$ cat src/design/brake_output_defs.vh
// Register map, field layout, reset values and codes of the brake output set-up block.
`ifndef BRAKE_OUTPUT_DEFS_VH
`define BRAKE_OUTPUT_DEFS_VH

// ----------------------------------------------------------------
// Register byte offsets
// ----------------------------------------------------------------
`define BRK_OFS_CTRL 8'h00
`define BRK_OFS_STATUS 8'h04
`define BRK_OFS_ROUTING 8'h08
`define BRK_OFS_MOTION 8'h0C
`define BRK_OFS_DRIVE 8'h10

// ----------------------------------------------------------------
// Field positions
// ----------------------------------------------------------------
`define BRK_ROUTE_IO2_INV 0
`define BRK_ROUTE_IO2_SRC_LO 1
`define BRK_ROUTE_IO2_DIR 3
`define BRK_ROUTE_RLY_INV 4
`define BRK_ROUTE_RLY_SRC_LO 5
`define BRK_MOT_RAMP_HOLD 0
`define BRK_MOT_ZERO_SPEED_HOLD 1
`define BRK_MOT_POS_REF_SEL 2
`define BRK_MOT_POS_MODE 3
`define BRK_MOT_POS_BY_BRAKE 4
`define BRK_DRIVE_RESET_BIT 8

// ----------------------------------------------------------------
// Controller settings, drive modes and routing sources
// ----------------------------------------------------------------
`define BRK_SEL_OFF 2'h0
`define BRK_SEL_RELAY 2'h1
`define BRK_SEL_IO2 2'h2
`define BRK_SEL_USER 2'h3
`define BRK_MODE_OPEN_LOOP 2'h0
`define BRK_SRC_NONE 2'h0
`define BRK_SRC_RESET_REQ 2'h1
`define BRK_SRC_DRIVE_OK 2'h2
`define BRK_SRC_BRAKE 2'h3

// ----------------------------------------------------------------
// Reset values
// ----------------------------------------------------------------
`define BRK_RST_SEL 2'h0
`define BRK_RST_MODE 2'h0

// ----------------------------------------------------------------
// Bus responses
// ----------------------------------------------------------------
`define BRK_RESP_OKAY 2'h0
`define BRK_RESP_SLVERR 2'h2

`endif

$ cat src/design/brake_reconfig_seq.v
// Two-stage sequencer that orders the restore and set-up passes at drive reset.
`timescale 1ns/1ps
`default_nettype none

`include "brake_output_defs.vh"

module brake_reconfig_seq (
  input wire aclk,
  input wire aresetn,
  input wire start,
  input wire [1:0] pending_sel,
  input wire [1:0] active_sel,
  output reg restore_ff,
  output reg setup_ff,
  output reg [1:0] old_sel_ff,
  output reg [1:0] new_sel_ff,
  output reg busy_ff
);

  // ----------------------------------------------------------------
  // States
  // ----------------------------------------------------------------
  localparam [1:0] ST_IDLE = 2'h0;
  localparam [1:0] ST_RESTORE = 2'h1;
  localparam [1:0] ST_SETUP = 2'h2;

  reg [1:0] state_ff;

  // ----------------------------------------------------------------
  // Sequencer
  // ----------------------------------------------------------------
  always @(posedge aclk) begin
    if (!aresetn) begin
      state_ff <= ST_IDLE;
      restore_ff <= 1'b0;
      setup_ff <= 1'b0;
      old_sel_ff <= `BRK_RST_SEL;
      new_sel_ff <= `BRK_RST_SEL;
      busy_ff <= 1'b0;
    end else begin
      restore_ff <= 1'b0;
      setup_ff <= 1'b0;
      case (state_ff)
        ST_IDLE: begin
          // A changed setting is only taken when a drive reset arrives.
          if (start && (pending_sel != active_sel)) begin
            old_sel_ff <= active_sel;
            new_sel_ff <= pending_sel;
            busy_ff <= 1'b1;
            state_ff <= ST_RESTORE;
          end
        end
        ST_RESTORE: begin
          // The old routing is undone strictly before the new one is applied.
          restore_ff <= 1'b1;
          state_ff <= ST_SETUP;
        end
        ST_SETUP: begin
          setup_ff <= 1'b1;
          busy_ff <= 1'b0;
          state_ff <= ST_IDLE;
        end
        default: begin
          state_ff <= ST_IDLE;
          busy_ff <= 1'b0;
        end
      endcase
    end
  end

endmodule // brake_reconfig_seq

`default_nettype wire

$ cat src/design/brake_output_setup.v
// Brake output selection and automatic terminal routing with an AXI4-Lite register slave.
`timescale 1ns/1ps
`default_nettype none

`include "brake_output_defs.vh"

module brake_output_setup #(
  parameter ADDR_W = 8
) (
  input wire aclk,
  input wire aresetn,
  input wire [ADDR_W-1:0] awaddr,
  input wire awvalid,
  output reg awready,
  input wire [31:0] wdata,
  input wire [3:0] wstrb,
  input wire wvalid,
  output reg wready,
  output reg [1:0] bresp,
  output reg bvalid,
  input wire bready,
  input wire [ADDR_W-1:0] araddr,
  input wire arvalid,
  output reg arready,
  output reg [31:0] rdata,
  output reg [1:0] rresp,
  output reg rvalid,
  input wire rready,
  input wire brake_release_req,
  input wire drive_ok,
  input wire io2_in,
  output reg io2_out_ff,
  output reg io2_oe_ff,
  output reg relay_out_ff,
  output reg brake_release_flag_ff,
  output reg controller_enabled_ff,
  output reg drive_reset_ff,
  output reg ramp_hold_ff,
  output reg zero_speed_hold_ff,
  output reg posctl_ref_select_ff,
  output reg posctl_mode_ff
);

  // ----------------------------------------------------------------
  // Declarations
  // ----------------------------------------------------------------
  reg [1:0] pending_sel_ff;
  reg [1:0] active_sel_ff;
  reg [1:0] drive_mode_ff;
  reg posctl_enable_by_brake_ff;
  reg io2_invert_ff;
  reg [1:0] io2_route_ff;
  reg io2_direction_ff;
  reg relay_invert_ff;
  reg [1:0] relay_source_ff;
  reg aw_full_ff;
  reg w_full_ff;
  reg [ADDR_W-1:0] aw_addr_ff;
  reg [31:0] w_data_ff;
  reg [3:0] w_strb_ff;
  reg sw_reset_ff;
  reg io2_req_prev_ff;
  reg [31:0] rd_word;
  reg rd_hit;
  reg wr_hit;
  reg io2_drive;
  reg relay_drive;
  wire restore_stb;
  wire setup_stb;
  wire [1:0] old_sel;
  wire [1:0] new_sel;
  wire seq_busy;
  wire wr_go;
  wire wr_lane0;
  wire io2_req;
  wire reset_start;

  // ----------------------------------------------------------------
  // Drive reset and stage sequencer
  // ----------------------------------------------------------------
  assign io2_req = ~io2_direction_ff & (io2_route_ff == `BRK_SRC_RESET_REQ) & io2_in;
  assign reset_start = sw_reset_ff | (io2_req & ~io2_req_prev_ff);

  brake_reconfig_seq u_seq (
    .aclk(aclk),
    .aresetn(aresetn),
    .start(reset_start),
    .pending_sel(pending_sel_ff),
    .active_sel(active_sel_ff),
    .restore_ff(restore_stb),
    .setup_ff(setup_stb),
    .old_sel_ff(old_sel),
    .new_sel_ff(new_sel),
    .busy_ff(seq_busy)
  );

  // ----------------------------------------------------------------
  // Write channel
  // ----------------------------------------------------------------
  assign wr_go = aw_full_ff & w_full_ff & ~bvalid;
  assign wr_lane0 = wr_go & w_strb_ff[0];

  always @* begin
    wr_hit = 1'b1;
    case (aw_addr_ff)
      `BRK_OFS_CTRL: wr_hit = 1'b1;
      `BRK_OFS_STATUS: wr_hit = 1'b1;
      `BRK_OFS_ROUTING: wr_hit = 1'b1;
      `BRK_OFS_MOTION: wr_hit = 1'b1;
      `BRK_OFS_DRIVE: wr_hit = 1'b1;
      default: wr_hit = 1'b0;
    endcase
  end

  always @(posedge aclk) begin
    if (!aresetn) begin
      awready <= 1'b0;
      wready <= 1'b0;
      aw_full_ff <= 1'b0;
      w_full_ff <= 1'b0;
      aw_addr_ff <= {ADDR_W{1'b0}};
      w_data_ff <= 32'h00000000;
      w_strb_ff <= 4'h0;
      bvalid <= 1'b0;
      bresp <= `BRK_RESP_OKAY;
    end else begin
      if (awvalid && awready) begin
        aw_full_ff <= 1'b1;
        aw_addr_ff <= awaddr;
        awready <= 1'b0;
      end else if (!aw_full_ff && !bvalid) begin
        awready <= 1'b1;
      end
      if (wvalid && wready) begin
        w_full_ff <= 1'b1;
        w_data_ff <= wdata;
        w_strb_ff <= wstrb;
        wready <= 1'b0;
      end else if (!w_full_ff && !bvalid) begin
        wready <= 1'b1;
      end
      if (wr_go) begin
        aw_full_ff <= 1'b0;
        w_full_ff <= 1'b0;
        bvalid <= 1'b1;
        bresp <= wr_hit ? `BRK_RESP_OKAY : `BRK_RESP_SLVERR;
      end else if (bvalid && bready) begin
        bvalid <= 1'b0;
      end
    end
  end

  // ----------------------------------------------------------------
  // Read channel
  // ----------------------------------------------------------------
  always @* begin
    rd_word = 32'h00000000;
    rd_hit = 1'b1;
    case (araddr)
      `BRK_OFS_CTRL: rd_word[1:0] = pending_sel_ff;
      `BRK_OFS_STATUS: rd_word[6:0] = {drive_ok, io2_in, seq_busy, controller_enabled_ff,
                                        active_sel_ff, brake_release_flag_ff};
      `BRK_OFS_ROUTING: rd_word[6:0] = {relay_source_ff, relay_invert_ff, io2_direction_ff,
                                         io2_route_ff, io2_invert_ff};
      `BRK_OFS_MOTION: rd_word[4:0] = {posctl_enable_by_brake_ff, posctl_mode_ff,
                                        posctl_ref_select_ff, zero_speed_hold_ff,
                                        ramp_hold_ff};
      `BRK_OFS_DRIVE: rd_word[1:0] = drive_mode_ff;
      default: rd_hit = 1'b0;
    endcase
  end

  always @(posedge aclk) begin
    if (!aresetn) begin
      arready <= 1'b0;
      rvalid <= 1'b0;
      rdata <= 32'h00000000;
      rresp <= `BRK_RESP_OKAY;
    end else begin
      if (arvalid && arready) begin
        arready <= 1'b0;
        rvalid <= 1'b1;
        rdata <= rd_word;
        rresp <= rd_hit ? `BRK_RESP_OKAY : `BRK_RESP_SLVERR;
      end else if (rvalid && rready) begin
        rvalid <= 1'b0;
        arready <= 1'b1;
      end else if (!rvalid) begin
        arready <= 1'b1;
      end
    end
  end

  // ----------------------------------------------------------------
  // Settings and drive reset request
  // ----------------------------------------------------------------
  always @(posedge aclk) begin
    if (!aresetn) begin
      pending_sel_ff <= `BRK_RST_SEL;
      drive_mode_ff <= `BRK_RST_MODE;
      sw_reset_ff <= 1'b0;
      io2_req_prev_ff <= 1'b0;
    end else begin
      io2_req_prev_ff <= io2_req;
      sw_reset_ff <= 1'b0;
      if (wr_lane0 && aw_addr_ff == `BRK_OFS_CTRL) begin
        pending_sel_ff <= w_data_ff[1:0];
      end
      if (wr_lane0 && aw_addr_ff == `BRK_OFS_DRIVE) begin
        drive_mode_ff <= w_data_ff[1:0];
      end
      if (wr_go && w_strb_ff[1] && aw_addr_ff == `BRK_OFS_DRIVE) begin
        sw_reset_ff <= w_data_ff[`BRK_DRIVE_RESET_BIT];
      end
    end
  end

  // ----------------------------------------------------------------
  // Applied setting and motion settings
  // ----------------------------------------------------------------
  always @(posedge aclk) begin
    if (!aresetn) begin
      active_sel_ff <= `BRK_RST_SEL;
      ramp_hold_ff <= 1'b0;
      zero_speed_hold_ff <= 1'b0;
      posctl_ref_select_ff <= 1'b0;
      posctl_mode_ff <= 1'b0;
      posctl_enable_by_brake_ff <= 1'b0;
    end else begin
      if (wr_lane0 && aw_addr_ff == `BRK_OFS_MOTION) begin
        ramp_hold_ff <= w_data_ff[`BRK_MOT_RAMP_HOLD];
        zero_speed_hold_ff <= w_data_ff[`BRK_MOT_ZERO_SPEED_HOLD];
        posctl_ref_select_ff <= w_data_ff[`BRK_MOT_POS_REF_SEL];
        posctl_mode_ff <= w_data_ff[`BRK_MOT_POS_MODE];
        posctl_enable_by_brake_ff <= w_data_ff[`BRK_MOT_POS_BY_BRAKE];
      end
      if (setup_stb) begin
        active_sel_ff <= new_sel;
        if (old_sel != `BRK_SEL_OFF && new_sel == `BRK_SEL_OFF) begin
          ramp_hold_ff <= 1'b0;
          if (drive_mode_ff != `BRK_MODE_OPEN_LOOP) begin
            zero_speed_hold_ff <= 1'b0;
            if (posctl_enable_by_brake_ff) begin
              posctl_ref_select_ff <= 1'b0;
              posctl_mode_ff <= 1'b0;
            end
          end
        end
      end
    end
  end

  // ----------------------------------------------------------------
  // Terminal routing
  // ----------------------------------------------------------------
  always @(posedge aclk) begin
    if (!aresetn) begin
      io2_invert_ff <= 1'b0;
      io2_route_ff <= `BRK_SRC_RESET_REQ;
      io2_direction_ff <= 1'b0;
      relay_invert_ff <= 1'b0;
      relay_source_ff <= `BRK_SRC_DRIVE_OK;
    end else if (restore_stb) begin
      case (old_sel)
        `BRK_SEL_RELAY: begin
          io2_invert_ff <= 1'b0;
          io2_route_ff <= `BRK_SRC_RESET_REQ;
          io2_direction_ff <= 1'b0;
          relay_invert_ff <= 1'b0;
          relay_source_ff <= `BRK_SRC_DRIVE_OK;
        end
        `BRK_SEL_IO2: begin
          io2_invert_ff <= 1'b0;
          io2_route_ff <= `BRK_SRC_RESET_REQ;
          io2_direction_ff <= 1'b0;
        end
        default: begin
          io2_invert_ff <= io2_invert_ff;
        end
      endcase
    end else if (setup_stb) begin
      case (new_sel)
        `BRK_SEL_RELAY: begin
          io2_invert_ff <= 1'b0;
          io2_route_ff <= `BRK_SRC_DRIVE_OK;
          io2_direction_ff <= 1'b1;
          relay_invert_ff <= 1'b0;
          relay_source_ff <= `BRK_SRC_BRAKE;
        end
        `BRK_SEL_IO2: begin
          io2_invert_ff <= 1'b0;
          io2_route_ff <= `BRK_SRC_BRAKE;
          io2_direction_ff <= 1'b1;
        end
        default: begin
          io2_invert_ff <= io2_invert_ff;
        end
      endcase
    end else if (wr_lane0 && aw_addr_ff == `BRK_OFS_ROUTING) begin
      io2_invert_ff <= w_data_ff[`BRK_ROUTE_IO2_INV];
      io2_route_ff <= w_data_ff[`BRK_ROUTE_IO2_SRC_LO+1:`BRK_ROUTE_IO2_SRC_LO];
      io2_direction_ff <= w_data_ff[`BRK_ROUTE_IO2_DIR];
      relay_invert_ff <= w_data_ff[`BRK_ROUTE_RLY_INV];
      relay_source_ff <= w_data_ff[`BRK_ROUTE_RLY_SRC_LO+1:`BRK_ROUTE_RLY_SRC_LO];
    end
  end

  // ----------------------------------------------------------------
  // Output terminals and release flag
  // ----------------------------------------------------------------
  always @* begin
    case (io2_route_ff)
      `BRK_SRC_BRAKE: io2_drive = brake_release_flag_ff;
      `BRK_SRC_DRIVE_OK: io2_drive = drive_ok;
      default: io2_drive = 1'b0;
    endcase
    case (relay_source_ff)
      `BRK_SRC_BRAKE: relay_drive = brake_release_flag_ff;
      `BRK_SRC_DRIVE_OK: relay_drive = drive_ok;
      default: relay_drive = 1'b0;
    endcase
  end

  always @(posedge aclk) begin
    if (!aresetn) begin
      brake_release_flag_ff <= 1'b0;
      controller_enabled_ff <= 1'b0;
      drive_reset_ff <= 1'b0;
      io2_out_ff <= 1'b0;
      io2_oe_ff <= 1'b0;
      relay_out_ff <= 1'b0;
    end else begin
      controller_enabled_ff <= (active_sel_ff != `BRK_SEL_OFF);
      brake_release_flag_ff <= (active_sel_ff != `BRK_SEL_OFF) & brake_release_req;
      drive_reset_ff <= reset_start;
      io2_out_ff <= io2_direction_ff & (io2_drive ^ io2_invert_ff);
      io2_oe_ff <= io2_direction_ff;
      relay_out_ff <= relay_drive ^ relay_invert_ff;
    end
  end

endmodule // brake_output_setup

`default_nettype wire

$ cat config.mk
export PLATFORM = sky130hd
export DESIGN_NAME = brake_output_setup
export DESIGN_NICKNAME = d
export VERILOG_FILES = /design/src/design/brake_reconfig_seq.v /design/src/design/brake_output_setup.v
export VERILOG_INCLUDE_DIRS = /design/src /design/src/design
export SDC_FILE = /design/constraint.sdc
export NUM_CORES = 1
export LEC_CHECK = 0
export ABC_AREA = 1
export CAP_MARGIN = 15
export CORE_UTILIZATION = 30
export CTS_CLUSTER_DIAMETER = 60
export DETAILED_ROUTE_END_ITERATION = 8
export DONT_BUFFER_PORTS = 1
export SLEW_MARGIN = 15
export SYNTH_ARGS = -nofsm -noshare
export SYNTH_HDL_FRONTEND = slang
export SYNTH_HIERARCHICAL = 1
export SYNTH_SLANG_ARGS = --single-unit
$ cat constraint.sdc
create_clock -name aclk -period 2.5 [get_ports aclk]
set_clock_uncertainty 0.15 [all_clocks]
set_input_delay 0.125 -clock aclk [delete_from_list [all_inputs] [get_ports aclk]]
set_output_delay 0.125 -clock aclk [all_outputs]
set_load 0.005 [all_outputs]
==> results.md <==
* Critical path's most frequent cell: nand2_1
* Post-synth EDFFs at 0
* CTS tree: done
* #FFs+latches synth at 69
* Crit path from: aw_addr_ff[6]
* DRC at 0
* First-pass GRT wire length at 12.7 mm
* GR Overflow Total at 0
* Hold/Removal Path Class: in -> reg
* Warnings from Yosys at 6
* PostCTS Resize Cnt at 0
* IO Count at 113
* DIE AREA at approximately 0.011 mm^2
* Clock Sinks at 69
* Vias in the first global route at approximately 2.7k
* Max stage delay on crit path at about 0.55 ns
* Top area cells in the synthesized netlist: dfxtp_1 (42%), nand2_1 (8.9%), nor2_1 (8.2%), buf_4 (6.4%), nand3_1 (6.1%)
* Post-synth ARST share at 0%
* Pin count of the biggest net entering global routing at 50
* Worst skew pair latency at approximately 0.34 ns
* Critical path class: reg -> reg
* Critical Path Source Type: register
* # Post-CTS Setup Buffers at 0
* Die Span Y at approximately 110 um
* Required time of the critical path at 2.58 ns
* Final min period at 2.02 ns
* Worst slew margin at between 60% and 70%
* Worst VDD drop at 282 uV
* Period utilisation layout at between 80% and 90%
* Status: finished, violations left
* Most common cell in the synthesized netlist: nand2_1
* Post-synth top area share at 42.1%
* Share of layout cells above drive strength 1 at 7.44%
* DR pass1 iterations at 4
* Pwr per Cell Area at 588 mW/mm^2
* WHS at -0.00268 ns
* Worst-Margin Slew at 0.505 ns
* Mean Syn Cell Area at approximately 7.3 um^2
* Synth area leader: dfxtp_1
* List of most frequent post-synthesis cells: nand2_1 (78), nor2_1 (72), dfxtp_1 (69), inv_1 (41), nand3_1 (40)
* CP Capture Type: register
* Buffers on Ports at 0
* Final design utilization at 35.9%
* Synth Flop Type: dfxtp_1
* Drt total wl at 7.61 mm
* Sequential area share after synthesis at 42.1%
* Post-CTS Hold Buffers at 29
* Post-Syn Instances at 452
* Placeable Area at 0.0105 mm^2
* Via count at 2789
* Layout Nets at ~550
* Placed cell area at approximately 0.0033 mm^2
* Initial core utilization at a little under a third
* H-tree levels at 3
* DR WL/cell at 12.3 um
* Layout area overhead at 14.5%
* CP Cell Sequence: nor2_2 > nand2_1 > nor2_1 > nand2_2 > nand2_2 > nand2_1 > nand2_1 > nand3_1 > dlygate4sd3_1
* Arr. time, crit path at approximately 2.1 ns
* CP max-delay cell: dlygate4sd3_1
* Via-to-Cell Ratio at 4.50
* Rows at 37
* Leakage at 1.60 nW
* Final ANT Viol Nets at 0
* First DRT Iteration DRCs at 82
* Synthesized cell area at 0.00328 mm^2
* Die Wd at between 100 and 150 um
* Slew Viols, Final at 0
* RSZ-0062 raised after global routing: no
* Gr usage total at 14.3%
* Max Root-Sink Buffers at 2
* Clk root buf: clkbuf_8
* Hold path startpoint: araddr[1]
* GPL Wtd Cong at between 0.7 and 0.8
* Initial antenna violation count at 0
* Setup violators final at 0
* Failing checks: hold timing
* CP Max Fanout at 12
* Synth cell types at 35
* Fin. Hold Viols at 1
* Post-DP HPWL at 5.47 mm
* # diodes at 0
* CTS Buf Count at 9
* MaxCap Viol Count at 0
* CTS clk-pin slew, worst paths at 0.07 ns
* Finished Cell Area at approximately 0.0038 mm^2
* Max Clk Rate at about 0.5 GHz
* Setup TNS Final at 0 ns
* R2r startpoint: aw_addr_ff[6]
logic make-up after synthesis:
family | after synthesis | synth area share, %
flip-flops | 69 | 42.1
XOR/XNOR | 1 | 0.267
adder cells (fa/ha/maj) | 5 | 1.91
other | 1 | 0.114
AND/OR/NAND/NOR | 212 | 29.4
AO/OA/AOI/OAI | 78 | 12.6
buffers and inverters | 86 | 13.6
cell type report:
type / instances / area (um^2)
Multi-Input combinational cell: 323 / 1550
Timing Repair Buffer: 29 / 300
Clock buffer: 13 / 139
Inverter: 48 / 180
Tap cell: 136 / 170
Fill cell: 1132 / 6710
Sequential cell: 69 / 1380
Clock inverter: 2 / 35.0
registers in the layout, indices dropped and copies added, names as in the netlist, 2 cells and up:
register          flops
active_sel_ff         2
aw_addr_ff            8
drive_mode_ff         2
io2_route_ff          2
pending_sel_ff        2
rdata                 7
relay_source_ff       2
u_seq/new_sel_ff      2
u_seq/old_sel_ff      2
u_seq/state_ff        2
w_data_ff             8
w_strb_ff             2
worst max-delay path, delay by kind of cell, from the launching register on:
| kind | cells | cell delay (ns) |
|---|---|---|
| simple gates | 8 | 0.88 |
| flops | 1 | 0.32 |
| buf+inv | 1 | 0.55 |
cells in the final DEF (no fill, tap or decap), types with 9 or more instances in the layout:
cell / n
nand2_1: 78
nor2_1: 72
dfxtp_1: 69
inv_1: 41
nand3_1: 40
o21ai_0: 33
a21oi_1: 33
dlygate4sd3_1: 28
conb_1: 27
clkbuf_8: 9
report_power, final:
| part | leakage [nW] | switching (mW) | internal [mW] |
|---|---|---|---|
| clock network | 0.0875 | 0.391 | 0.456 |
| logic | 0.953 | 0.120 | 0.0761 |
| registers | 0.562 | 0.0277 | 1.14 |
final timing paths:
check | end | slack [ns] | cells past startpoint
min reg2reg | w_data_ff[8] | 0.31 | 2
max reg2reg | relay_source_ff[1] | 0.48 | 9
min | rdata[3] | -0.003 | 5
max | relay_source_ff[1] | 0.48 | 9
routing by layer:
layer | vias to the layer above | part of all wire (%) | track usage (%)
met2 | 84 | 47 | 24.9
met3 | 7 | 6.3 | 4.35
met4 | 0 | 1.3 | 4.89
met1 | 1243 | 45 | 16.7
met5 | - | 0 | 0
li1 | 1455 | - | -
per-stage QoR:
| stage | hold WS [ns] | power [mW] | setup WS (ns) | std cells |
|---|---|---|---|---|
| 6_report | -0.00268 | 2.21 | 0.480 | 620 |
| 5_1_grt | 0.0414 | 2.32 | 0.333 | 620 |
| 4_1_cts | 0.00265 | 2.23 | 0.542 | 620 |
| 3_5_place_dp | 0.0766 | 1.34 | 0.674 | 576 |
| 3_3_place_gp | 0.0721 | 1.33 | 0.682 | 576 |
| 2_1_floorplan | 0.0785 | 1.35 | 0.875 | 478 |
No activity file was read; power rests on OpenSTA's default activity.
